===== config.mk =====
export PLATFORM = sky130hd
export DESIGN_NAME = ppc_port_protect
export DESIGN_NICKNAME = d
export VERILOG_FILES = /design/src/pkg/ppc_pkg.sv /design/src/ppc_deglitch.sv /design/src/ppc_fault_timer.sv /design/src/ppc_port_protect.sv
export SDC_FILE = /design/constraint.sdc
export NUM_CORES = 2
export LEC_CHECK = 0
export BUFFER_PORTS_ARGS = -buffer_cell sky130_fd_sc_hd__buf_2
export CAP_MARGIN = 40
export CORE_ASPECT_RATIO = 1.1
export CORE_MARGIN = 5
export CORE_UTILIZATION = 60
export CTS_CLUSTER_DIAMETER = 100
export DETAILED_ROUTE_END_ITERATION = 12
export PLACE_DENSITY_LB_ADDON = 0.25
export SYNTH_ARGS = -nofsm -noshare
export SYNTH_HDL_FRONTEND = slang
export SYNTH_HIERARCHICAL = 1
export SYNTH_SLANG_ARGS = --single-unit

===== constraint.sdc =====
create_clock -name sys_clk -period 5.4 [get_ports sys_clk]
set_clock_uncertainty 0.2 [all_clocks]
set_input_delay 0.27 -clock sys_clk [delete_from_list [all_inputs] [get_ports sys_clk]]
set_output_delay 0.27 -clock sys_clk [all_outputs]
set_load 0.01 [all_outputs]

===== src/pkg/ppc_pkg.sv =====
`default_nettype none
package ppc_pkg;
  localparam int CLK_HZ = 40000000;
  // time figures in their own units
  localparam int BACKOFF_MS = 400;
  localparam int DEGLITCH_MIN_NS = 1000;
  localparam int DEGLITCH_MAX_NS = 5000;
  localparam int BACKOFF_CYC = (CLK_HZ / 1000) * BACKOFF_MS;
  localparam int DEGLITCH_CYC = (DEGLITCH_MIN_NS * (CLK_HZ / 1000000) + 999) / 1000 + 4;
  localparam int OVLD_TICKS = 2400;
  localparam int START_TICKS = 2400;
  localparam int DOWN_DIV = 16;
  localparam int NPORT = 8;
  localparam logic [3:0] ADDR_RST = 4'hf;

  typedef enum logic [2:0] {
    PPC_OFF = 3'h0,
    PPC_BACKOFF = 3'h1,
    PPC_DETECT = 3'h2,
    PPC_START = 3'h3,
    PPC_ON = 3'h4,
    PPC_FAULT = 3'h5
  } ppc_state_t;

  typedef struct packed {
    logic detectActive;
    logic probeHigh;
    logic dischargeOn;
    logic senseResOn;
    logic gateOn;
  } ppc_port_out_t;

  typedef struct packed {
    logic portHot;
    logic overCut;
    logic detectOk;
  } ppc_port_in_t;
endpackage
`default_nettype wire


===== src/ppc_deglitch.sv =====
`timescale 1ns/100ps
`default_nettype none
module ppc_deglitch #(
  parameter int CYC = 44,
  parameter logic INIT = 1'b0
) (
  input wire logic sys_clk,
  input wire logic rstn,
  input wire logic clkEn,
  input wire logic pinIn,
  output logic level
);
  if (CYC < 2 || CYC > 65535) begin : gBadCyc
    $error("deglitch count out of range");
  end
  logic sync1_r;
  logic sync2_r;
  logic [15:0] cnt_r;
  always_ff @(posedge sys_clk or negedge rstn) begin
    if (!rstn) begin
      sync1_r <= INIT;
      sync2_r <= INIT;
    end else if (clkEn) begin
      sync1_r <= pinIn;
      sync2_r <= sync1_r;
    end
  end
  always_ff @(posedge sys_clk or negedge rstn) begin
    if (!rstn) begin
      cnt_r <= 16'h0000;
      level <= INIT;
    end else if (clkEn) begin
      if (sync2_r == level) begin
        cnt_r <= 16'h0000;
      end else if (cnt_r == 16'(CYC - 1)) begin
        cnt_r <= 16'h0000;
        level <= sync2_r;
      end else begin
        cnt_r <= cnt_r + 16'h0001;
      end
    end
  end
endmodule
`default_nettype wire


===== src/ppc_fault_timer.sv =====
`timescale 1ns/100ps
`default_nettype none
module ppc_fault_timer #(
  parameter int W = 16,
  parameter int DIV = 16
) (
  input wire logic sys_clk,
  input wire logic rstn,
  input wire logic clkEn,
  input wire logic tick,
  input wire logic overCut,
  input wire logic starting,
  input wire logic clear,
  input wire logic [W-1:0] ovldLim,
  input wire logic [W-1:0] startLim,
  output logic expired,
  output logic atZero
);
  if (DIV < 2 || DIV > 256) begin : gBadDiv
    $error("down divider out of range");
  end
  logic [W-1:0] count_r;
  logic [7:0] div_r;
  logic [W-1:0] limit;
  assign limit = starting ? startLim : ovldLim;
  assign atZero = (count_r == '0);
  assign expired = (count_r >= limit);
  always_ff @(posedge sys_clk or negedge rstn) begin
    if (!rstn) begin
      count_r <= '0;
      div_r <= 8'h00;
    end else if (clkEn) begin
      if (clear) begin
        count_r <= '0;
        div_r <= 8'h00;
      end else if (tick && overCut) begin
        if (!expired) count_r <= count_r + 1'b1;
        div_r <= 8'h00;
      end else if (tick && !atZero) begin
        if (div_r == 8'(DIV - 1)) begin
          div_r <= 8'h00;
          count_r <= count_r - 1'b1;
        end else begin
          div_r <= div_r + 8'h01;
        end
      end
    end
  end
endmodule
`default_nettype wire


===== src/ppc_port_protect.sv =====
// What this block does
// - semiauto: port above 2.5 V gets discharge and 400 ms detect backoff
// - detection sinks two probe levels, four points, before powering
// - sense resistor connected except during detection or while port is on
// - gate driven on through low-current source at port turn on
// - gate pulled low on supply low, overcurrent timeout or manual shutdown
// - powered port above cut threshold runs an up-counting fault timer
// - timer at overload time, or startup time at turn on, shuts port
// - below threshold timer counts down at 1/16 rate; re-enable only at zero
// - interrupt pin pulled low open-drain while any interrupt bit set
// - fast shutdown active high, deglitched 1 to 5 us
// - accepted fast shutdown turns off ports chosen by priority mask
// - deglitched low reset turns off all ports and restores power-up state
// - internal power-on reset acts independent of the reset pin
// - separate serial data in and open-drain serial data out
// - four pulled-up address select pins set the slave address
`timescale 1ns/100ps
`default_nettype none
module ppc_port_protect #(
  parameter int NP = ppc_pkg::NPORT,
  parameter int TW = 16,
  parameter int BACKOFF = ppc_pkg::BACKOFF_CYC,
  parameter int TICK_DIV = 40
) (
  input wire logic sys_clk,
  input wire logic rstn,
  input wire logic clkEn,
  input wire logic semiAuto,
  input wire logic [NP-1:0] portEnable,
  input wire logic [NP-1:0] manualOff,
  input wire logic [NP-1:0] priorityMask,
  input wire logic supplyOk,
  input wire logic [NP-1:0] portHot,
  input wire logic [NP-1:0] overCut,
  input wire logic [NP-1:0] detectOk,
  input wire logic fast_shutdown_in,
  input wire logic resetPinN,
  input wire logic [NP-1:0] intBits,
  input wire logic serial_data_in,
  input wire logic serialDataDrive,
  input wire logic [3:0] addr_select_pins,
  output logic [NP-1:0] port_gate_drive,
  output logic [NP-1:0] dischargeOn,
  output logic [NP-1:0] senseResOn,
  output logic [NP-1:0] probeHigh,
  output logic [NP-1:0] detectActive,
  output logic [NP-1:0] portOn,
  output logic [NP-1:0] faultLatched,
  output logic intOut,
  output logic intOe,
  output logic serialDataIn,
  output logic serial_data_out,
  output logic serialDataOe,
  output logic [3:0] slaveAddr,
  output logic fastShutdown,
  output logic devReset
);
  // ***********************************
  // parameter checks
  // ***********************************
  if (NP < 1 || NP > 32) begin : gBadPorts
    $error("port count out of range");
  end
  if (TW < 12 || TW > 32) begin : gBadWidth
    $error("fault timer width cannot hold the fault limits");
  end
  if (BACKOFF < 2) begin : gBadBackoff
    $error("backoff count too short");
  end
  if (TICK_DIV < 1 || TICK_DIV > 65536) begin : gBadTick
    $error("tick divider out of range");
  end

  // ***********************************
  // input conditioning and resets
  // ***********************************
  logic rstLevel;
  logic porDone_r;
  logic sdi1_r;
  logic [3:0] adr1_r;
  logic [3:0] adr2_r;
  logic [NP-1:0] hot1_r;
  logic [NP-1:0] hot2_r;
  logic [NP-1:0] cut1_r;
  logic [NP-1:0] cut2_r;
  logic [NP-1:0] det1_r;
  logic [NP-1:0] det2_r;
  logic sup1_r;
  logic sup2_r;

  ppc_deglitch #(.CYC(ppc_pkg::DEGLITCH_CYC), .INIT(1'b0)) uFss (
    .sys_clk(sys_clk),
    .rstn(rstn),
    .clkEn(clkEn),
    .pinIn(fast_shutdown_in),
    .level(fastShutdown)
  );
  ppc_deglitch #(.CYC(ppc_pkg::DEGLITCH_CYC), .INIT(1'b1)) uRst (
    .sys_clk(sys_clk),
    .rstn(rstn),
    .clkEn(clkEn),
    .pinIn(resetPinN),
    .level(rstLevel)
  );

  // internal power-on reset, independent of the pin
  always_ff @(posedge sys_clk or negedge rstn) begin
    if (!rstn) porDone_r <= 1'b0;
    else if (clkEn) porDone_r <= 1'b1;
  end
  assign devReset = !rstLevel || !porDone_r;

  always_ff @(posedge sys_clk or negedge rstn) begin
    if (!rstn) begin
      sdi1_r <= 1'b1;
      serialDataIn <= 1'b1;
    end else if (clkEn) begin
      sdi1_r <= serial_data_in;
      serialDataIn <= sdi1_r;
    end
  end

  always_ff @(posedge sys_clk or negedge rstn) begin
    if (!rstn) begin
      adr1_r <= ppc_pkg::ADDR_RST;
      adr2_r <= ppc_pkg::ADDR_RST;
      slaveAddr <= ppc_pkg::ADDR_RST;
    end else if (clkEn) begin
      adr1_r <= addr_select_pins;
      adr2_r <= adr1_r;
      slaveAddr <= adr2_r;
    end
  end

  always_ff @(posedge sys_clk or negedge rstn) begin
    if (!rstn) begin
      hot1_r <= '0;
      hot2_r <= '0;
      cut1_r <= '0;
      cut2_r <= '0;
      det1_r <= '0;
      det2_r <= '0;
    end else if (clkEn) begin
      hot1_r <= portHot;
      hot2_r <= hot1_r;
      cut1_r <= overCut;
      cut2_r <= cut1_r;
      det1_r <= detectOk;
      det2_r <= det1_r;
    end
  end

  always_ff @(posedge sys_clk or negedge rstn) begin
    if (!rstn) begin
      sup1_r <= 1'b0;
      sup2_r <= 1'b0;
    end else if (clkEn) begin
      sup1_r <= supplyOk;
      sup2_r <= sup1_r;
    end
  end

  // ***********************************
  // open-drain outputs
  // ***********************************
  assign serial_data_out = 1'b0;
  assign serialDataOe = serialDataDrive;
  assign intOut = 1'b0;
  assign intOe = |intBits;

  // ***********************************
  // timer tick
  // ***********************************
  logic [15:0] tickCnt_r;
  logic tick;
  assign tick = (tickCnt_r == 16'(TICK_DIV - 1));
  always_ff @(posedge sys_clk or negedge rstn) begin
    if (!rstn) tickCnt_r <= 16'h0000;
    else if (clkEn) tickCnt_r <= tick ? 16'h0000 : tickCnt_r + 16'h0001;
  end

  // ***********************************
  // per-port control
  // ***********************************
  genvar p;
  generate
    for (p = 0; p < NP; p++) begin : gPort
      ppc_pkg::ppc_state_t state_r;
      logic [31:0] bo_r;
      logic [1:0] pt_r;
      logic expired;
      logic atZero;
      logic starting;
      logic kill;
      ppc_pkg::ppc_port_out_t o;

      assign starting = (state_r == ppc_pkg::PPC_START);
      // a port leaves power on any of these; reset and supply low act on all ports
      assign kill = devReset || !sup2_r || manualOff[p]
        || (fastShutdown && priorityMask[p]) || !portEnable[p];

      ppc_fault_timer #(.W(TW), .DIV(ppc_pkg::DOWN_DIV)) uTmr (
        .sys_clk(sys_clk),
        .rstn(rstn),
        .clkEn(clkEn),
        .tick(tick),
        .overCut(cut2_r[p] && (state_r == ppc_pkg::PPC_ON || starting)),
        .starting(starting),
        .clear(devReset),
        .ovldLim(TW'(ppc_pkg::OVLD_TICKS)),
        .startLim(TW'(ppc_pkg::START_TICKS)),
        .expired(expired),
        .atZero(atZero)
      );

      always_ff @(posedge sys_clk or negedge rstn) begin
        if (!rstn) begin
          state_r <= ppc_pkg::PPC_OFF;
          bo_r <= 32'h0000_0000;
          pt_r <= 2'h0;
        end else if (clkEn) begin
          case (state_r)
            ppc_pkg::PPC_OFF: begin
              if (!kill && atZero) begin
                if (semiAuto && hot2_r[p]) begin
                  bo_r <= 32'h0000_0000;
                  state_r <= ppc_pkg::PPC_BACKOFF;
                end else begin
                  pt_r <= 2'h0;
                  state_r <= ppc_pkg::PPC_DETECT;
                end
              end
            end
            ppc_pkg::PPC_BACKOFF: begin
              if (kill) state_r <= ppc_pkg::PPC_OFF;
              else if (bo_r == 32'(BACKOFF - 1)) begin
                pt_r <= 2'h0;
                state_r <= ppc_pkg::PPC_DETECT;
              end else bo_r <= bo_r + 32'h0000_0001;
            end
            ppc_pkg::PPC_DETECT: begin
              if (kill) state_r <= ppc_pkg::PPC_OFF;
              else if (tick) begin
                pt_r <= pt_r + 2'h1;
                if (pt_r == 2'h3) state_r <= det2_r[p] ? ppc_pkg::PPC_START
                                                       : ppc_pkg::PPC_OFF;
              end
            end
            ppc_pkg::PPC_START, ppc_pkg::PPC_ON: begin
              if (kill) state_r <= ppc_pkg::PPC_OFF;
              else if (expired) state_r <= ppc_pkg::PPC_FAULT;
              else if (starting && !cut2_r[p]) state_r <= ppc_pkg::PPC_ON;
            end
            ppc_pkg::PPC_FAULT: begin
              if (devReset || atZero) state_r <= ppc_pkg::PPC_OFF;
            end
            default: state_r <= ppc_pkg::PPC_OFF;
          endcase
        end
      end

      always_comb begin
        o.detectActive = (state_r == ppc_pkg::PPC_DETECT);
        o.probeHigh = o.detectActive && pt_r[1];
        o.dischargeOn = (state_r == ppc_pkg::PPC_BACKOFF);
        o.gateOn = (state_r == ppc_pkg::PPC_START || state_r == ppc_pkg::PPC_ON);
        o.senseResOn = !o.detectActive && !o.gateOn;
      end

      ppc_pkg::ppc_port_out_t out_r;
      logic onOut_r;
      logic faultOut_r;

      always_ff @(posedge sys_clk or negedge rstn) begin
        if (!rstn) begin
          out_r <= '{detectActive: 1'b0, probeHigh: 1'b0, dischargeOn: 1'b0,
                     senseResOn: 1'b1, gateOn: 1'b0};
        end else if (clkEn) begin
          out_r.detectActive <= o.detectActive;
          out_r.probeHigh <= o.probeHigh;
          out_r.dischargeOn <= o.dischargeOn;
          out_r.senseResOn <= o.senseResOn;
          out_r.gateOn <= o.gateOn && !kill;
        end
      end

      always_ff @(posedge sys_clk or negedge rstn) begin
        if (!rstn) begin
          onOut_r <= 1'b0;
          faultOut_r <= 1'b0;
        end else if (clkEn) begin
          onOut_r <= (state_r == ppc_pkg::PPC_ON);
          faultOut_r <= (state_r == ppc_pkg::PPC_FAULT);
        end
      end

      assign port_gate_drive[p] = out_r.gateOn;
      assign dischargeOn[p] = out_r.dischargeOn;
      assign senseResOn[p] = out_r.senseResOn;
      assign probeHigh[p] = out_r.probeHigh;
      assign detectActive[p] = out_r.detectActive;
      assign portOn[p] = onOut_r;
      assign faultLatched[p] = faultOut_r;
    end
  endgenerate
endmodule
`default_nettype wire


==> run_results.csv <==
group,metric,value,unit
die,start_util,60.3,%
clocking,clk_pin_slew,0.06,ns
synth,synth_area,45700,um2
synth,synth_flop_cell,"dfrtp_1",
setup_path,start_kind,"flop",
clocking,cts_tree,"done",
setup_path,cpMaxStageDelayCell,"or4b_2",
clocking,clock_latency,0.64,ns
detailed_routing,wl_per_cell,17.4,um
clocking,cts_num_sinks,663,
setup_path,cp.arrival,4.86,ns
global_route,grt_pass1_vias,37800,
power_and_ir_drop,peakVddDrop,0.230,mV
placed_design,dp_cells,6255,
sta,rsz0062_at_grt,"no",
final_layout,final_cell_mix,"dfrtp_1, nand2_1, o21ai_0",
placed_design,hpwl,77800,um
sta,hold_violations,0,
clocking,ctsResizeCount,0,
power_and_ir_drop,finalPower,12800,uW
power_and_ir_drop,power_per_cell_area,251,nW/um2
detailed_routing,antenna_violating_nets_post_route,0,
flow_run,max_cap_viol_count,0,
detailed_routing,drt-initial-drc-count,3564,
setup_path,crit_chain,"nor2b_1 -> nand2_1 -> inv_1 -> or2_2 -> and2_1 -> nand2_1 -> inv_1 -> fa_1 -> nand2b_1 -> a21oi_1 -> o21ai_0 -> or4b_2 -> and3_1 -> mux2_2",
setup_path,max_stage_delay,0.70,ns
detailed_routing,drc_errors,0,
sta,min_period_over_period,84.1,%
setup_path,end_kind,"flop",
detailed_routing,num_vias,40000,
clocking,root_buffer,"clkbuf_16",
placed_design,numPortBuffers,131,
sta,slew_headroom,38.7,%
sta,tns,0,ns
outcome,status,"complete, no violations",
clocking,cts_buffer_depth,3,
final_layout,fin_cells,6435,
placed_design,gp_congestion,0.891,
synth,avgSynthCellArea,9.09,um2
clocking,htreeDepth,3,
detailed_routing,wirelength,112000,um
sta,fmax,220,MHz
die,core_area,75700,um2
power_and_ir_drop,power_leakage,0.0231,uW
global_route,gr-total-overflow,0,
synth,ys_seq_area_share,36.4,%
global_route,grtUsageTotal,26.6,%
final_layout,drive_above_1_share,12.5,%
final_layout,syn2layout_area_growth,11.4,%
die,die-width,273,um
detailed_routing,first_pass_iters,7,
global_route,grt_max_degree,131,
synth,synth_seq_cells,663,
die,die_area,81800,um2
setup_path,critical_path_class,"reg -> reg",
synth,synth_cells,5027,
hold_path,hold_path.class,"in -> reg",
die,boundaryPins,136,
sta,holdWs,0.0322,ns
setup_path,worstPathRequired,5.71,ns
die,placementRows,106,
sta,report.final.slew_viol_count,0,
synth,async_reset_ff_share,100,%
setup_path,path_max_fanout,19,
global_route,antenna_found_initial,2,
final_layout,fin_nets,5692,
synth,yosysWarnings,6,
sta,min_period,4.54,ns
die,die_h,299,um
sta,worst_slew_pin_slew,0.917,ns
synth,synth_edf_count,0,
sta,setup_viol,0,
clocking,numCtsBuffers,75,
global_route,grt_first_pass_wirelength,187000,um
final_layout,final_common_cell,"dfrtp_1",
detailed_routing,drt-vias-per-instance,6.21,
synth,synth.distinct_cells,116,
==> sequential cells by signal (all words and copies together) (netlist names), 4 cells and up <==
register            flops
gPort.bo_r            256
gPort.uTmr/count_r    128
gPort.uTmr/div_r       64
gPort.state_r          24
gPort.pt_r             16
tickCnt_r              16
uFss/cnt_r             16
uRst/cnt_r             16
cut1_r                  8
cut2_r                  8
det1_r                  8
det2_r                  8
detectActive            8
dischargeOn             8
gPort.faultOut_r        8
gPort.onOut_r           8
hot1_r                  8
hot2_r                  8
port_gate_drive         8
probeHigh               8
senseResOn              8
adr1_r                  4
adr2_r                  4
slaveAddr               4
==> cells by family after synthesis <==
logic type	after synthesis	synth area share (%)
AND/OR/NAND/NOR	1846	21.1
other	2	0.0164
XOR/XNOR	114	2.18
flip-flops	663	36.4
AO/OA/AOI/OAI	1382	19.7
multiplexers	363	8.93
adder cells (fa/ha/maj)	275	7.66
buffers and inverters	382	4.01
==> critical path: cells and delay by family, from the launching register on <==
| family | cells | cell delay [ns] |
|---|---|---|
| and+or+nand+nor | 8 | 2.37 |
| DFF | 1 | 0.47 |
| adders and majority gates | 1 | 0.45 |
| AOI/OAI and AO/OA | 2 | 0.42 |
| buffers and inverters | 2 | 0.28 |
| muxes | 1 | 0.26 |
==> power by group <==
group	switching (uW)	internal, uW	total, uW
logic	1090	766	1860
registers	291	5210	5500
clock network	2170	3230	5400
total	3550	9200	12800
==> synthesized netlist by cell type (47+ instances only) <==
library cell / number / area [um2]
or3_1: 67 / 419
mux2i_1: 160 / 1600
o31ai_1: 60 / 450
nand4_1: 127 / 795
xor2_1: 78 / 683
mux2_2: 152 / 1710
o21a_1: 47 / 353
ha_1: 267 / 3340
a31oi_1: 115 / 719
nor4_1: 88 / 551
nand2b_1: 55 / 344
a21o_1: 66 / 495
inv_1: 144 / 541
nor3_1: 126 / 631
o21ai_0: 419 / 2100
dfrtp_1: 638 / 16000
nor2_1: 337 / 1260
nand2_1: 448 / 1680
nand3_1: 213 / 1070
a21oi_1: 296 / 1480
and3_1: 80 / 500
clkbuf_1: 142 / 533
mux2_4: 51 / 766
==> metal layers <==
layer	part of all wire, %	up-vias	GRT usage, %
li1	-	19300	-
met1	45	19400	36.8
met2	47	1055	44.1
met3	5.7	177	3.49
met4	2.3	2	7.63
met5	0.014	-	0
==> final cells by class <==
type	count	area (um2)
fill	6079	24800
multi-input combinational	4238	28200
inverter	145	544
antenna	1	2.50
timing repair buffer	225	1610
clock buffer	106	2160
sequential	663	16600
tap	1026	1280
clock inverter	31	425
==> per-stage QoR <==
step	area [um2]	util [%]	setup WS, ns
floorplan	46700	-	0.877
global placement	47700	63.0	0.953
detailed placement	47900	63.2	0.858
CTS	50900	67.2	0.851
global route	50900	67.2	0.579
finish	50900	67.2	0.858
==> what timing repair did <==
item | in CTS | in global routing
buffers inserted | 0 | 0
hold endpoints to repair | 155 | 0
hold buffers | 42 | 0
==> final timing paths <==
kind | start | to | slack [ns] | cells after the start
setup / recovery | gPort[6].state_r[1] | gPort[6].uTmr/count_r[12] | 0.86 | 14
setup reg to reg | gPort[6].state_r[1] | gPort[6].uTmr/count_r[12] | 0.86 | 14
hold reg to reg | senseResOn[2] | senseResOn[2] | 0.27 | 2
min in group asynchronous | rstn | gPort[6].bo_r[22] | 0.12 | 2
max in group asynchronous | rstn | cut2_r[0] | 3.58 | 3
hold / removal | manualOff[1] | gPort[1].state_r[1] | 0.03 | 5
(Power assumes the default switching activity.)
